==> config.mk <==
export PLATFORM = sky130hd
export DESIGN_NAME = cpat_regs
export DESIGN_NICKNAME = d
export VERILOG_FILES = /design/src/cpat_pkg.sv /design/src/cpat_sync.sv /design/src/cpat_regs.sv
export SDC_FILE = /design/constraint.sdc
export NUM_CORES = 1
export LEC_CHECK = 0
export BUFFER_PORTS_ARGS = -buffer_cell sky130_fd_sc_hd__buf_2
export CAP_MARGIN = 30
export CORE_MARGIN = 2
export CORE_UTILIZATION = 61
export DETAILED_ROUTE_END_ITERATION = 8
export GPL_TIMING_DRIVEN = 0
export PLACE_DENSITY = 0.81
export SLEW_MARGIN = 0
export SYNTH_ARGS = -nofsm -noshare
export SYNTH_HDL_FRONTEND = slang
export SYNTH_SLANG_ARGS = --single-unit
==> constraint.sdc <==
create_clock -name clk_i -period 7.65 [get_ports clk_i]
set_clock_uncertainty 0.1 [all_clocks]
set_input_delay 0 -clock clk_i [delete_from_list [all_inputs] [get_ports clk_i]]
set_output_delay 0 -clock clk_i [all_outputs]
set_load 0.01 [all_outputs]
==> src/cpat_pkg.sv <==
/*
  Shared constants and types for the codec pin, clock and AGC timing registers.
  Assumes an 8-bit register port with 7-bit addresses in the digital clock domain.
*/
package cpat_pkg;

  // ==========================================================
  // Register offsets and reset values
  localparam logic [6:0] ADDR_PIN = 7'h65;
  localparam logic [6:0] ADDR_CLK = 7'h66;
  localparam logic [6:0] ADDR_ATK = 7'h67;
  localparam logic [6:0] ADDR_DCY = 7'h68;
  localparam logic [7:0] RST_PIN = 8'h00;
  localparam logic [7:0] RST_CLK = 8'h02;
  localparam logic [7:0] RST_ATK = 8'h00;
  localparam logic [7:0] RST_DCY = 8'h00;
  localparam logic [7:0] RD_UNMAPPED = 8'h00;
  // Writable bits of the pin register; the rest come from hardware
  localparam logic [7:0] PIN_WR_MASK = 8'h37;

  // ==========================================================
  // Field positions
  localparam int BIT_STRAP0 = 7;
  localparam int BIT_STRAP1 = 6;
  localparam int BIT_GPI_EN = 5;
  localparam int BIT_AUDIO_SERIAL_IN_EN = 4;
  localparam int BIT_GPI_VAL = 3;
  localparam int BIT_GPO_EN = 2;
  localparam int BIT_GPO_LVL = 1;
  localparam int BIT_CORE_SEL = 0;
  localparam int DIV_SRC_HI = 7;
  localparam int DIV_SRC_LO = 6;
  localparam int PLL_SRC_HI = 5;
  localparam int PLL_SRC_LO = 4;
  localparam int PLL_N_HI = 3;
  localparam int PLL_N_LO = 0;
  localparam int T_SRC = 7;
  localparam int T_BASE_HI = 6;
  localparam int T_BASE_LO = 5;
  localparam int T_MULT_HI = 4;
  localparam int T_MULT_LO = 2;

  // ==========================================================
  // Encodings and tables
  localparam logic [1:0] SRC_MCLK = 2'h0;
  localparam logic [1:0] SRC_SECOND_GPIO_PIN = 2'h1;
  localparam logic [1:0] SRC_BCLK = 2'h2;
  localparam logic [3:0] PLL_N_CODE16 = 4'h0;
  localparam logic [3:0] PLL_N_CODE17 = 4'h1;
  localparam logic [4:0] PLL_N_16 = 5'h10;
  localparam logic [4:0] PLL_N_17 = 5'h11;
  localparam logic [15:0] ATK_BASE_MS [4] = '{16'h0007, 16'h0008, 16'h000a, 16'h000b};
  localparam logic [15:0] DCY_BASE_MS [4] = '{16'h0032, 16'h0096, 16'h00fa, 16'h015e};
  // Decay cap in ms, indexed by twice the decimation ratio
  localparam logic [15:0] DCY_CAP_MS [16] = '{
    16'h5780, 16'h5780, 16'h0fa0, 16'h15e0, 16'h1f40, 16'h2580, 16'h2bc0, 16'h2bc0,
    16'h3e80, 16'h3e80, 16'h4b00, 16'h5780, 16'h5780, 16'h5780, 16'h5780, 16'h5780};
  // Cycles the pin synchroniser needs before a strap is trusted
  localparam logic [1:0] STRAP_SETTLE = 2'h3;

  // ==========================================================
  // Types
  typedef enum logic [1:0] {ST_WAIT = 2'b01, ST_DONE = 2'b10} cpat_strap_st_t;

  typedef struct packed {
    logic wr;
    logic rd;
    logic [6:0] addr;
    logic [7:0] wdata;
  } cpat_req_t;

  typedef struct packed {
    logic gpi_en;
    logic audio_serial_in_route;
    logic core_clk_sel;
  } cpat_pin_cfg_t;

  typedef struct packed {
    logic [1:0] div_src;
    logic [1:0] pll_src;
    logic [4:0] pll_n;
  } cpat_clk_cfg_t;

  typedef struct packed {
    logic use_new;
    logic [15:0] time_ms;
  } cpat_agc_time_t;

endpackage

==> src/cpat_sync.sv <==
/*
  Three-stage pin synchroniser with agreement filter.
  Assumes asynchronous pins and the shared clock enable of the register bank.
*/
`timescale 1ns/1ns
`default_nettype none

module cpat_sync #(
  parameter int W = 4
) (
  input wire logic clk_i,
  input wire logic rst_i,
  input wire logic ce_i,
  input wire logic [W-1:0] d_i,
  output logic [W-1:0] q_o
);

  // ==========================================================
  // Stages
  logic [W-1:0] s1_reg;
  logic [W-1:0] s2_reg;
  logic [W-1:0] s3_reg;

  always_ff @(posedge clk_i or posedge rst_i) begin
    if (rst_i) begin
      s1_reg <= '0;
      s2_reg <= '0;
      s3_reg <= '0;
    end else if (ce_i) begin
      s1_reg <= d_i;
      s2_reg <= s1_reg;
      s3_reg <= s2_reg;
    end
  end

  // ==========================================================
  // Agreement filter: a level counts once stages two and three match
  genvar g;
  generate
    for (g = 0; g < W; g++) begin : g_bit
      logic q_reg;
      always_ff @(posedge clk_i or posedge rst_i) begin
        if (rst_i) begin
          q_reg <= 1'b0;
        end else if (ce_i && (s2_reg[g] == s3_reg[g])) begin
          q_reg <= s3_reg[g];
        end
      end
      assign q_o[g] = q_reg;
    end
  endgenerate

endmodule

`default_nettype wire

==> src/cpat_regs.sv <==
/*
  Pin strap, clock source and left AGC timing register bank of the codec.
  Assumes a host register port already decoded from the control bus, pins
  asynchronous to clk_i, and the decimation ratio on the same clock.
*/
//
// Behaviour
// - D7 reports strap zero level from reset
// - D6 reports strap one level from reset
// - D5 enables third pin general input
// - D4 routes third pin to serial data
// - D3 reads third pin input level
// - D2 enables second pin general output
// - D1 sets second pin output level
// - D7-D1 act only when select pin low
// - D0 picks core clock divider source
// - D7-D6 pick plain divider input source
// - D5-D4 pick PLL reference input source
// - PLL N decodes 0 to 16, 1 to 17
// - Attack D7 picks legacy or new source
// - Attack baseline codes give 7/8/10/11 ms
// - Attack multiplier scales by two to field
// - Decay D7 picks legacy or new source
// - Decay baseline codes give 50..350 ms
// - Decay multiplier scales by two to field
// - Decay time capped by decimation ratio
`timescale 1ns/1ns
`default_nettype none

module cpat_regs (
  input wire logic clk_i,
  input wire logic rst_i,
  input wire logic ce_i,
  input wire cpat_pkg::cpat_req_t reg_req_i,
  output logic [7:0] reg_rdata_o,
  input wire logic ctrl_if_select_i,
  input wire logic multifunc_pin_zero_i,
  input wire logic multifunc_pin_one_i,
  input wire logic multifunc_pin_three_i,
  output logic multifunc_pin_two_o,
  output logic multifunc_pin_two_oe_o,
  output logic audio_serial_in_o,
  input wire logic [3:0] adc_decimation_ratio_i,
  output var cpat_pkg::cpat_pin_cfg_t pin_cfg_o,
  output var cpat_pkg::cpat_clk_cfg_t clk_cfg_o,
  output var cpat_pkg::cpat_agc_time_t attack_o,
  output var cpat_pkg::cpat_agc_time_t decay_o
);

  // ==========================================================
  // Time scaler shared by both timing registers, and the PLL N decoder of the clock register
  function automatic logic [15:0] scale_time(input logic [15:0] base, input logic [2:0] mult);
    scale_time = base << mult;
  endfunction

  function automatic logic [4:0] pll_n_decode(input logic [3:0] code);
    if (code == cpat_pkg::PLL_N_CODE16) begin
      pll_n_decode = cpat_pkg::PLL_N_16;
    end else if (code == cpat_pkg::PLL_N_CODE17) begin
      pll_n_decode = cpat_pkg::PLL_N_17;
    end else begin
      pll_n_decode = {1'b0, code};
    end
  endfunction

  // ==========================================================
  // Pin synchronisers
  logic [3:0] pins_q;
  logic sel_q;
  logic pin0_q;
  logic pin1_q;
  logic pin3_q;

  cpat_sync #(.W(4)) u_sync (
    .clk_i(clk_i),
    .rst_i(rst_i),
    .ce_i(ce_i),
    .d_i({ctrl_if_select_i, multifunc_pin_zero_i, multifunc_pin_one_i, multifunc_pin_three_i}),
    .q_o(pins_q)
  );

  assign sel_q = pins_q[3];
  assign pin0_q = pins_q[2];
  assign pin1_q = pins_q[1];
  assign pin3_q = pins_q[0];

  // ==========================================================
  // Strap capture
  // Straps are taken once the synchroniser has settled, not at the async edge,
  // so a metastable pin can never land in the status bits.
  cpat_pkg::cpat_strap_st_t st_reg;
  cpat_pkg::cpat_strap_st_t st_next;
  logic [1:0] settle_reg;
  logic strap_zero_reg;
  logic strap_one_reg;
  // The filtered level lands on the edge of the state change, so take it one edge later
  wire strap_take = (st_reg == cpat_pkg::ST_DONE) && (settle_reg == cpat_pkg::STRAP_SETTLE);

  always_comb begin
    st_next = st_reg;
    case (st_reg)
      cpat_pkg::ST_WAIT: begin
        if (settle_reg == cpat_pkg::STRAP_SETTLE) begin
          st_next = cpat_pkg::ST_DONE;
        end
      end
      cpat_pkg::ST_DONE: begin
        st_next = cpat_pkg::ST_DONE;
      end
      default: begin
        st_next = cpat_pkg::ST_WAIT;
      end
    endcase
  end

  always_ff @(posedge clk_i or posedge rst_i) begin
    if (rst_i) begin
      st_reg <= cpat_pkg::ST_WAIT;
      settle_reg <= 2'h0;
      strap_zero_reg <= 1'b0;
      strap_one_reg <= 1'b0;
    end else if (ce_i) begin
      st_reg <= st_next;
      if (st_reg == cpat_pkg::ST_WAIT && settle_reg != cpat_pkg::STRAP_SETTLE) begin
        settle_reg <= settle_reg + 2'h1;
      end
      if (strap_take) begin
        strap_zero_reg <= pin1_q;
        strap_one_reg <= pin0_q;
        settle_reg <= 2'h0;
      end
    end
  end

  // ==========================================================
  // Register storage and address decode
  logic [7:0] pin_reg;
  logic [7:0] clk_reg;
  logic [7:0] atk_reg;
  logic [7:0] dcy_reg;
  wire hit_pin = reg_req_i.addr == cpat_pkg::ADDR_PIN;
  wire hit_clk = reg_req_i.addr == cpat_pkg::ADDR_CLK;
  wire hit_atk = reg_req_i.addr == cpat_pkg::ADDR_ATK;
  wire hit_dcy = reg_req_i.addr == cpat_pkg::ADDR_DCY;
  wire wr_en = ce_i && reg_req_i.wr;

  // Reserved and source-select bits are stored as written; a reserved source
  // code simply passes through to the clock tree, so the host must avoid it.
  always_ff @(posedge clk_i or posedge rst_i) begin
    if (rst_i) begin
      pin_reg <= cpat_pkg::RST_PIN;
      clk_reg <= cpat_pkg::RST_CLK;
      atk_reg <= cpat_pkg::RST_ATK;
      dcy_reg <= cpat_pkg::RST_DCY;
    end else if (wr_en) begin
      if (hit_pin) begin
        pin_reg <= reg_req_i.wdata & cpat_pkg::PIN_WR_MASK;
      end
      if (hit_clk) begin
        clk_reg <= reg_req_i.wdata;
      end
      if (hit_atk) begin
        atk_reg <= reg_req_i.wdata;
      end
      if (hit_dcy) begin
        dcy_reg <= reg_req_i.wdata;
      end
    end
  end

  // ==========================================================
  // Pin control decode
  wire i2c_mode = !sel_q;
  wire gpi_en = pin_reg[cpat_pkg::BIT_GPI_EN] && i2c_mode;
  wire audio_serial_in_en = pin_reg[cpat_pkg::BIT_AUDIO_SERIAL_IN_EN] && i2c_mode;
  wire gpo_en = pin_reg[cpat_pkg::BIT_GPO_EN] && i2c_mode;
  wire gpi_val = pin3_q && gpi_en;
  wire strap_ok = i2c_mode && (st_reg == cpat_pkg::ST_DONE) && !strap_take;

  wire [7:0] pin_rd = {
    strap_zero_reg && strap_ok,
    strap_one_reg && strap_ok,
    gpi_en,
    audio_serial_in_en,
    gpi_val,
    gpo_en,
    pin_reg[cpat_pkg::BIT_GPO_LVL] && i2c_mode,
    pin_reg[cpat_pkg::BIT_CORE_SEL]
  };

  wire [7:0] rd_mux = hit_pin ? pin_rd :
                      hit_clk ? clk_reg :
                      hit_atk ? atk_reg :
                      hit_dcy ? dcy_reg : cpat_pkg::RD_UNMAPPED;

  // ==========================================================
  // AGC time decode
  wire [1:0] atk_base = atk_reg[cpat_pkg::T_BASE_HI:cpat_pkg::T_BASE_LO];
  wire [2:0] atk_mult = atk_reg[cpat_pkg::T_MULT_HI:cpat_pkg::T_MULT_LO];
  wire [1:0] dcy_base = dcy_reg[cpat_pkg::T_BASE_HI:cpat_pkg::T_BASE_LO];
  wire [2:0] dcy_mult = dcy_reg[cpat_pkg::T_MULT_HI:cpat_pkg::T_MULT_LO];
  // Products fit in 16 bits: 350 ms times 128 is the largest
  wire [15:0] atk_ms = scale_time(cpat_pkg::ATK_BASE_MS[atk_base], atk_mult);
  wire [15:0] dcy_raw = scale_time(cpat_pkg::DCY_BASE_MS[dcy_base], dcy_mult);
  wire [15:0] dcy_cap = cpat_pkg::DCY_CAP_MS[adc_decimation_ratio_i];
  wire [15:0] dcy_ms = (dcy_raw > dcy_cap) ? dcy_cap : dcy_raw;

  // ==========================================================
  // Registered outputs
  always_ff @(posedge clk_i or posedge rst_i) begin
    if (rst_i) begin
      reg_rdata_o <= cpat_pkg::RD_UNMAPPED;
      multifunc_pin_two_o <= 1'b0;
      multifunc_pin_two_oe_o <= 1'b0;
      audio_serial_in_o <= 1'b0;
      pin_cfg_o <= '0;
      clk_cfg_o <= '0;
      attack_o <= '0;
      decay_o <= '0;
    end else if (ce_i) begin
      if (reg_req_i.rd) begin
        reg_rdata_o <= rd_mux;
      end
      multifunc_pin_two_oe_o <= gpo_en;
      multifunc_pin_two_o <= pin_reg[cpat_pkg::BIT_GPO_LVL] && gpo_en;
      audio_serial_in_o <= pin3_q && audio_serial_in_en;
      pin_cfg_o.gpi_en <= gpi_en;
      pin_cfg_o.audio_serial_in_route <= audio_serial_in_en;
      pin_cfg_o.core_clk_sel <= pin_reg[cpat_pkg::BIT_CORE_SEL];
      clk_cfg_o.div_src <= clk_reg[cpat_pkg::DIV_SRC_HI:cpat_pkg::DIV_SRC_LO];
      clk_cfg_o.pll_src <= clk_reg[cpat_pkg::PLL_SRC_HI:cpat_pkg::PLL_SRC_LO];
      clk_cfg_o.pll_n <= pll_n_decode(clk_reg[cpat_pkg::PLL_N_HI:cpat_pkg::PLL_N_LO]);
      attack_o.use_new <= atk_reg[cpat_pkg::T_SRC];
      attack_o.time_ms <= atk_ms;
      decay_o.use_new <= dcy_reg[cpat_pkg::T_SRC];
      decay_o.time_ms <= dcy_ms;
    end
  end

  // ==========================================================
  // Checks
  property p_strap_zero;
    @(posedge clk_i) disable iff (rst_i)
    (ce_i && reg_req_i.rd && hit_pin && strap_ok)
      |=> reg_rdata_o[cpat_pkg::BIT_STRAP0] == strap_zero_reg;
  endproperty
  a_strap_zero: assert property (p_strap_zero) else $error("strap zero status wrong");

  property p_strap_one;
    @(posedge clk_i) disable iff (rst_i)
    (ce_i && reg_req_i.rd && hit_pin && strap_ok)
      |=> reg_rdata_o[cpat_pkg::BIT_STRAP1] == strap_one_reg;
  endproperty
  a_strap_one: assert property (p_strap_one) else $error("strap one status wrong");

  property p_gpi_read;
    @(posedge clk_i) disable iff (rst_i)
    (ce_i && reg_req_i.rd && hit_pin && !gpi_en)
      |=> !reg_rdata_o[cpat_pkg::BIT_GPI_VAL];
  endproperty
  a_gpi_read: assert property (p_gpi_read) else $error("input value seen while disabled");

  property p_gpo_drive;
    @(posedge clk_i) disable iff (rst_i)
    (wr_en && hit_pin && reg_req_i.wdata[cpat_pkg::BIT_GPO_EN] && i2c_mode)
      ##1 (ce_i && i2c_mode) |=> multifunc_pin_two_oe_o;
  endproperty
  a_gpo_drive: assert property (p_gpo_drive) else $error("output enable not raised");

  property p_spi_mode;
    @(posedge clk_i) disable iff (rst_i)
    (ce_i && sel_q) |=> !multifunc_pin_two_oe_o && !pin_cfg_o.gpi_en && !audio_serial_in_o;
  endproperty
  a_spi_mode: assert property (p_spi_mode) else $error("pin use active in SPI mode");

  property p_core_sel;
    @(posedge clk_i) disable iff (rst_i)
    ce_i |=> pin_cfg_o.core_clk_sel == $past(pin_reg[cpat_pkg::BIT_CORE_SEL]);
  endproperty
  a_core_sel: assert property (p_core_sel) else $error("core clock select lags");

  property p_pll_n;
    @(posedge clk_i) disable iff (rst_i)
    (ce_i && clk_reg[cpat_pkg::PLL_N_HI:cpat_pkg::PLL_N_LO] == cpat_pkg::PLL_N_CODE17)
      |=> clk_cfg_o.pll_n == cpat_pkg::PLL_N_17;
  endproperty
  a_pll_n: assert property (p_pll_n) else $error("PLL N code one not 17");

  property p_attack_time;
    @(posedge clk_i) disable iff (rst_i)
    (ce_i && atk_mult == 3'h7 && atk_base == 2'h3) |=> attack_o.time_ms == 16'h0580;
  endproperty
  a_attack_time: assert property (p_attack_time) else $error("attack time scale wrong");

  property p_decay_cap;
    @(posedge clk_i) disable iff (rst_i)
    ce_i |=> decay_o.time_ms <= $past(dcy_cap) && decay_o.time_ms <= $past(dcy_raw);
  endproperty
  a_decay_cap: assert property (p_decay_cap) else $error("decay time over its cap");

  property p_strap_hold;
    @(posedge clk_i) disable iff (rst_i)
    (ce_i && st_reg == cpat_pkg::ST_DONE && !strap_take)
      |=> $stable(strap_zero_reg) && $stable(strap_one_reg);
  endproperty
  a_strap_hold: assert property (p_strap_hold) else $error("strap status moved");

  property p_gpi_enable;
    @(posedge clk_i) disable iff (rst_i)
    (ce_i && i2c_mode) |=> pin_cfg_o.gpi_en == $past(pin_reg[cpat_pkg::BIT_GPI_EN]);
  endproperty
  a_gpi_enable: assert property (p_gpi_enable) else $error("input enable not applied");

  property p_audio_serial_in_route;
    @(posedge clk_i) disable iff (rst_i)
    (ce_i && audio_serial_in_en) |=> audio_serial_in_o == $past(pin3_q);
  endproperty
  a_audio_serial_in_route: assert property (p_audio_serial_in_route) else $error("serial input not routed");

  property p_gpo_level;
    @(posedge clk_i) disable iff (rst_i)
    (ce_i && gpo_en) |=> multifunc_pin_two_o == $past(pin_reg[cpat_pkg::BIT_GPO_LVL]);
  endproperty
  a_gpo_level: assert property (p_gpo_level) else $error("output level wrong");

  property p_div_src;
    @(posedge clk_i) disable iff (rst_i)
    ce_i |=> clk_cfg_o.div_src == $past(clk_reg[cpat_pkg::DIV_SRC_HI:cpat_pkg::DIV_SRC_LO]);
  endproperty
  a_div_src: assert property (p_div_src) else $error("divider source wrong");

  property p_pll_src;
    @(posedge clk_i) disable iff (rst_i)
    ce_i |=> clk_cfg_o.pll_src == $past(clk_reg[cpat_pkg::PLL_SRC_HI:cpat_pkg::PLL_SRC_LO]);
  endproperty
  a_pll_src: assert property (p_pll_src) else $error("PLL reference source wrong");

  property p_pll_n16;
    @(posedge clk_i) disable iff (rst_i)
    (ce_i && clk_reg[cpat_pkg::PLL_N_HI:cpat_pkg::PLL_N_LO] == cpat_pkg::PLL_N_CODE16)
      |=> clk_cfg_o.pll_n == cpat_pkg::PLL_N_16;
  endproperty
  a_pll_n16: assert property (p_pll_n16) else $error("PLL N code zero not 16");

  property p_decay_base;
    @(posedge clk_i) disable iff (rst_i)
    (ce_i && dcy_mult == 3'h0 && dcy_base == 2'h3) |=> decay_o.time_ms == 16'h015e;
  endproperty
  a_decay_base: assert property (p_decay_base) else $error("decay baseline wrong");

endmodule

`default_nettype wire

==> results of run 1 <==
[final cells by class]
type,instances,area share [%]
Sequential cell,102,40.8
Clock buffer,10,2.20
Clock inverter,6,1.22
Timing Repair Buffer,89,8.58
Multi-Input combinational cell,343,40.8
Buffer,41,3.13
Tap cell,108,2.16
Inverter,19,1.18
[cell families (layout without fill, tap and decap cells)]
family | Yosys count | count (layout) | share of synthesized area (%)
adder cells (fa/ha/maj) | 17 | 17 | 3.97
other | 1 | 6 | 0.0700
flip-flops | 102 | 102 | 47.7
multiplexers | 71 | 71 | 14.9
XOR/XNOR | 2 | 2 | 0.327
AO/OA/AOI/OAI | 125 | 125 | 16.0
buffers and inverters | 60 | 165 | 5.00
AND/OR/NAND/NOR | 122 | 122 | 12.0
[worst min-delay path: cells and delay by family]
kind	cells	cell delay [ps]
buffers and inverters	3	950
[final timing paths]
kind	startpoint	end	slack [ps]	depth (start not counted)
max	dcy_reg[2]	decay_o[10]	4120	11
min	rst_i	reg_rdata_o[3]	60	3
max reg2reg	dcy_reg[2]	decay_o[10]	4120	11
min reg2reg	decay_o[11]	decay_o[11]	390	1
max in group asynchronous	rst_i	st_reg[0]	6660	4
min in group clk_i	reg_req_i[16]	clk_reg[0]	110	4
[cell usage in the layout (no fill, tap or decap), types with 3 or more instances in the layout]
cell             n
dfrtp_1        100
nor2_1          29
nand4_1          3
ha_1            17
a222oi_1         4
o31ai_1          4
inv_1           17
mux2_2          60
or3_1            3
o21ai_0         38
nand3_1         10
o2bb2ai_1        9
and3_1           6
buf_2           78
nand2_1         29
buf_1            5
nor3_1           3
buf_4            6
nand3b_1         3
a31oi_1          5
clkbuf_1        24
a31o_1           5
nand2b_1         8
and2_1           3
clkinv_4         3
a21oi_1         27
nor2b_1         14
mux2i_1         10
dlygate4sd3_1   14
a221oi_1         5
conb_1           6
clkbuf_8        10
[timing repair]
action	CTS	global route
setup endpoints to repair	0	0
endpoints found under the hold margin	139	0
hold buffers	14	0
[power groups by stage]
stage / clock network [mW] / registers (mW) / logic, mW
after floorplan: 0 / 0.641 / 0.158
final: 0.367 / 0.640 / 0.238
after global placement: 0 / 0.645 / 0.217
after global routing: 0.390 / 0.647 / 0.266
after CTS: 0.370 / 0.639 / 0.237
after detailed placement: 0 / 0.648 / 0.229
[per-stage QoR]
stage               util [%]  power, mW
floorplan                  -      0.799
global placement        68.1      0.861
detailed placement      68.5      0.877
CTS                     72.6       1.25
global route            72.6       1.30
finish                  72.6       1.24
[metal layers]
metal  global-route usage, %  vias to the layer above  wire length, um
met5                       0                        -                0
met4                    12.5                        0              473
met3                    4.94                       39              733
met2                    48.6                      154             6690
met1                    38.7                     2112             5650
li1                        -                     2013                -
==> impl_metrics.env, run 1 <==
export IMPL_first_iter_violations=271
export IMPL_cp_arrival_ps=3740
export IMPL_synth_cells=500
export IMPL_drt_total_wl_um=13600
export IMPL_fin_crit_sh_pct=46.2
export IMPL_crit_fanout=10
export IMPL_setup_tns_ps=0
export IMPL_netSwitchingFraction_pct=30.2
export IMPL_placed_area_sq_um=5910
export IMPL_p_leak_nw=3.00
export IMPL_cts_tree="built"
export IMPL_internal_power_uw=869
export IMPL_numPortBuffers=74
export IMPL_clk_pin_slew_worst_paths_ps=110
export IMPL_worstSkewPairLatency_ps=370
export IMPL_nets=650
export IMPL_hpwl_um=9560
export IMPL_multi_input_area_sq_um=2550
export IMPL_min_period_ps=3530
export IMPL_synthTopCellsByArea="dfrtp_1 (47%), mux2_2 (13%), ha_1 (4.0%)"
export IMPL_ys_seq_area_share_pct=47.7
export IMPL_relSlewSlack_pct=45.0
export IMPL_top_regs="decay_o: 16 flops, attack_o: 12 flops, clk_cfg_o: 9 flops"
export IMPL_clock_path_buffers=2
export IMPL_place_congestion=0.898
export IMPL_power_density_nw_per_um2=199
export IMPL_cp_start_kind="register"
export IMPL_register_area_sq_um=2550
export IMPL_n_fill_cell=621
export IMPL_slew_violations=0
export IMPL_synth_edf_count=0
export IMPL_grt_usage_pct=29.4
export IMPL_max_cap_violations=0
export IMPL_grt_setup_unrepaired="no"
export IMPL_synth_commonest_cells="dfrtp_1 (100), mux2_2 (60), o21ai_0 (38)"
export IMPL_grt_pass1_vias=4363
export IMPL_fp_dieH_um=97.7
export IMPL_hold_ws_ps=59.3
export IMPL_clock_sinks=102
export IMPL_num_rows=34
export IMPL_synthesis_area_sq_um=5360
export IMPL_place_inst=688
export IMPL_stdcell_area_sq_um=6270
export IMPL_hold_viol=0
export IMPL_dr_pass1_iters=4
export IMPL_largest_reg_flops=16
export IMPL_yosys_cell_count_top_type="dfrtp_1"
export IMPL_clockPowerShare_pct=29.5
export IMPL_power_frac_seq_pct=51.4
export IMPL_die_area_sq_um=9550
export IMPL_grt_ovfl_total=0
export IMPL_core_area_sq_um=8640
export IMPL_die_x_um=97.7
export IMPL_synth_area_leader_cell="dfrtp_1"
export IMPL_hp_class="input pin to asynchronous set/reset pin"
export IMPL_synth_seq_cells=102
export IMPL_ios=85
export IMPL_setup_viol=0
export IMPL_synthFlopType="dfrtp_1"
export IMPL_initial_core_util_pct=62.1
export IMPL_grt_antenna_before_repair=0
export IMPL_h_tree_depth=3
export IMPL_grt_pass1_wl_um=22100
export IMPL_cts_root_buffer="clkbuf_8"
export IMPL_antenna_left=0
export IMPL_vias_per_cell=6.01
export IMPL_cp_end_kind="register"
export IMPL_drive_gt1_share_pct=28.9
export IMPL_switchingPower_uw=376
export IMPL_p_comb_share_pct=19.1
export IMPL_cpPeakStageDelay_ps=460
export IMPL_path_common_cell="clkbuf_1"
export IMPL_status="finished clean"
export IMPL_fin_ws_ps=4120
export IMPL_fmax_mhz=283
export IMPL_worstPathCellList="clkbuf_1 > clkbuf_1 > mux4_2 > mux2_2 > ha_1 > nand4_1 > nor4_4 > inv_1 > clkbuf_1 > a31o_1 > o2bb2ai_1"
export IMPL_cp_slowest_cell="nor4_4"
export IMPL_areaGrowthSynthToFinish_pct=17.0
export IMPL_vias=4318
export IMPL_critPathKind="register to register"
export IMPL_pre_cts_ws_ps=4210
export IMPL_grt_max_degree=75
export IMPL_avgSynthCellArea_sq_um=10.7
export IMPL_yosysUniqueCellTypes=65
export IMPL_regMostFlops="decay_o"
export IMPL_drc=0
export IMPL_postCtsSetupBuffers=0
export IMPL_tightestPinTransition_ps=821
export IMPL_numCtsBuffers=9
export IMPL_path_buf_inv=4
export IMPL_cts_resized_gates=0
export IMPL_critPathTopFamily="buffers and inverters"
export IMPL_ys_warn_count=0
export IMPL_ir_drop_mv=0.158
export IMPL_worstPathRequired_ps=7860
export IMPL_async_flop_share_pct=100
export IMPL_n_antenna_cell=0
export IMPL_fin_cells=718
export IMPL_synth_top_area_share_pct=46.7
export IMPL_wl_per_cell_um=18.9
Power figures use the tool's default switching activity.
==> inputs of run 2 (changes only) <==
- CORE_UTILIZATION: 61 -> 51
- PLACE_DENSITY: 0.81 -> 0.72
- clock period: 7.65 -> 3.1 ns (I/O delays scaled with it)
==> impl_metrics.env, run 2 (same netlist as run 1, synthesis figures left out) <==
export IMPL_grt_max_degree=63
export IMPL_top_regs="decay_o: 16 flops, attack_o: 12 flops, clk_cfg_o: 9 flops"
export IMPL_n_fill_cell=874
export IMPL_status="finished with violations"
export IMPL_clock_sinks=102
export IMPL_place_congestion=0.904
export IMPL_tightestPinTransition_ps=759
export IMPL_largest_reg_flops=16
export IMPL_critPathKind="register to register"
export IMPL_ios=85
export IMPL_initial_core_util_pct=52.1
export IMPL_fp_dieH_um=107
export IMPL_grt_pass1_vias=4244
export IMPL_hpwl_um=9720
export IMPL_cp_arrival_ps=3270
export IMPL_grt_usage_pct=24.8
export IMPL_placed_area_sq_um=5950
export IMPL_cts_tree="built"
export IMPL_worstSkewPairLatency_ps=370
export IMPL_antenna_left=0
export IMPL_power_density_nw_per_um2=470
export IMPL_fin_crit_sh_pct=100
export IMPL_dr_pass1_iters=5
export IMPL_stdcell_area_sq_um=6470
export IMPL_setup_viol=1
export IMPL_numPortBuffers=74
export IMPL_register_area_sq_um=2560
export IMPL_p_total_mw=3.04
export IMPL_vias=4381
export IMPL_clk_pin_slew_worst_paths_ps=100
export IMPL_slew_violations=0
export IMPL_cp_end_kind="register"
export IMPL_final_common_cell="dfrtp_1"
export IMPL_clock_path_buffers=2
export IMPL_wl_per_cell_um=18.1
export IMPL_pre_cts_ws_ps=-359
export IMPL_min_period_ps=3110
export IMPL_drive_gt1_share_pct=33.0
export IMPL_num_rows=37
export IMPL_h_tree_depth=3
export IMPL_areaGrowthSynthToFinish_pct=20.7
export IMPL_worstPathRequired_ps=3260
export IMPL_n_antenna_cell=0
export IMPL_regMostFlops="decay_o"
export IMPL_drt_total_wl_um=13600
export IMPL_nets=656
export IMPL_relSlewSlack_pct=49.2
export IMPL_fin_ws_ps=-6.59
export IMPL_hold_viol=0
export IMPL_grt_ovfl_total=0
export IMPL_core_area_sq_um=10300
export IMPL_hp_class="input pin to register"
export IMPL_drc=0
export IMPL_max_cap_violations=0
export IMPL_cp_start_kind="register"
export IMPL_vias_per_cell=5.83
export IMPL_die_x_um=107
export IMPL_violations="setup timing"
export IMPL_first_iter_violations=238
export IMPL_grt_setup_unrepaired="yes"
export IMPL_p_leak_nw=3.06
export IMPL_ir_drop_mv=0.261
export IMPL_die_area_sq_um=11300
export IMPL_rrSetupSlack_ps=-7
export IMPL_fmax_mhz=322
export IMPL_multi_input_area_sq_um=2650
export IMPL_grt_antenna_before_repair=0
export IMPL_final_cell_mix="dfrtp_1 (99), buf_2 (76), mux2_2 (59)"
export IMPL_numCtsBuffers=9
export IMPL_grt_pass1_wl_um=21700
export IMPL_cts_root_buffer="clkbuf_8"
export IMPL_crit_fanout=4
-- run 2: cell types whose count changed in the layout (fill, tap and decap cells not counted), moves of 3 or more --
| cell | previous run | this run |
|---|---|---|
| buf_4 | 6 | 11 |
| clkbuf_1 | 24 | 19 |
| clkbuf_4 | 0 | 3 |
| o21ai_0 | 38 | 34 |
| o21ai_1 | 0 | 3 |
-- run 2: worst paths after layout --
path                           startpoint        endpoint  cells past startpoint
min                         reg_req_i[16]      clk_reg[0]                      4
min in group asynchronous           rst_i    clk_cfg_o[2]                      3
max                            dcy_reg[6]      decay_o[7]                     10
min reg2reg                reg_rdata_o[7]  reg_rdata_o[7]                      2
max reg2reg                    dcy_reg[6]      decay_o[7]                     10
max in group asynchronous           rst_i       st_reg[0]                      4
-- run 2: what timing repair did --
action / CTS / global route
endpoints found under the hold margin: 78 / 0
gates cloned: 0 / 2
endpoints found under the setup margin: 14 / 14
buffers inserted: 2 / 3
hold buffers: 14 / 0
gates resized for setup: 17 / 21
pin swaps: 2 / 18
-- run 2: critical path, stage by stage (launching register included) --
cell and delay (ps):
dfrtp_2 460, ha_4 260, mux4_2 510, mux2_4 310, ha_4 260, nand4_1 170
nor2_2 230, buf_4 140, a221o_1 230, nand3_1 120, a31o_1 220
-- run 2: metrics by stage --
stage	setup TNS, ps	util (%)	std cells	hold slack [ps]
final	-6.59	62.9	752	107
after global routing	-773	62.9	752	133
after CTS	0	61.8	747	91.4
after detailed placement	-3130	57.9	716	-17.8
after global placement	-79240	57.6	715	133
after floorplan	0	-	505	50.6
-- run 2: area by class of cell --
class,instances,share of cell area (%)
buffer,40,3.44
inverter,19,1.14
tap,136,2.63
clock buffer,11,2.19
timing repair buffer,95,9.28
multi-input combinational,344,40.9
sequential,102,39.5
clock inverter,5,0.909
-- run 2: metal layers --
| metal | vias to the layer above | global-route usage [%] | share of wire (%) |
|---|---|---|---|
| li1 | 2039 | - | - |
| met1 | 2187 | 32.6 | 42 |
| met2 | 131 | 41.6 | 50 |
| met3 | 24 | 4.17 | 5.1 |
| met4 | 0 | 8.44 | 2.2 |
| met5 | - | 0 | 0 |
-- run 2: report_power, final --
part	total [mW]	internal [mW]	switching, mW
clock	0.861	0.396	0.465
combinational	0.604	0.275	0.329
sequential	1.57	1.47	0.104
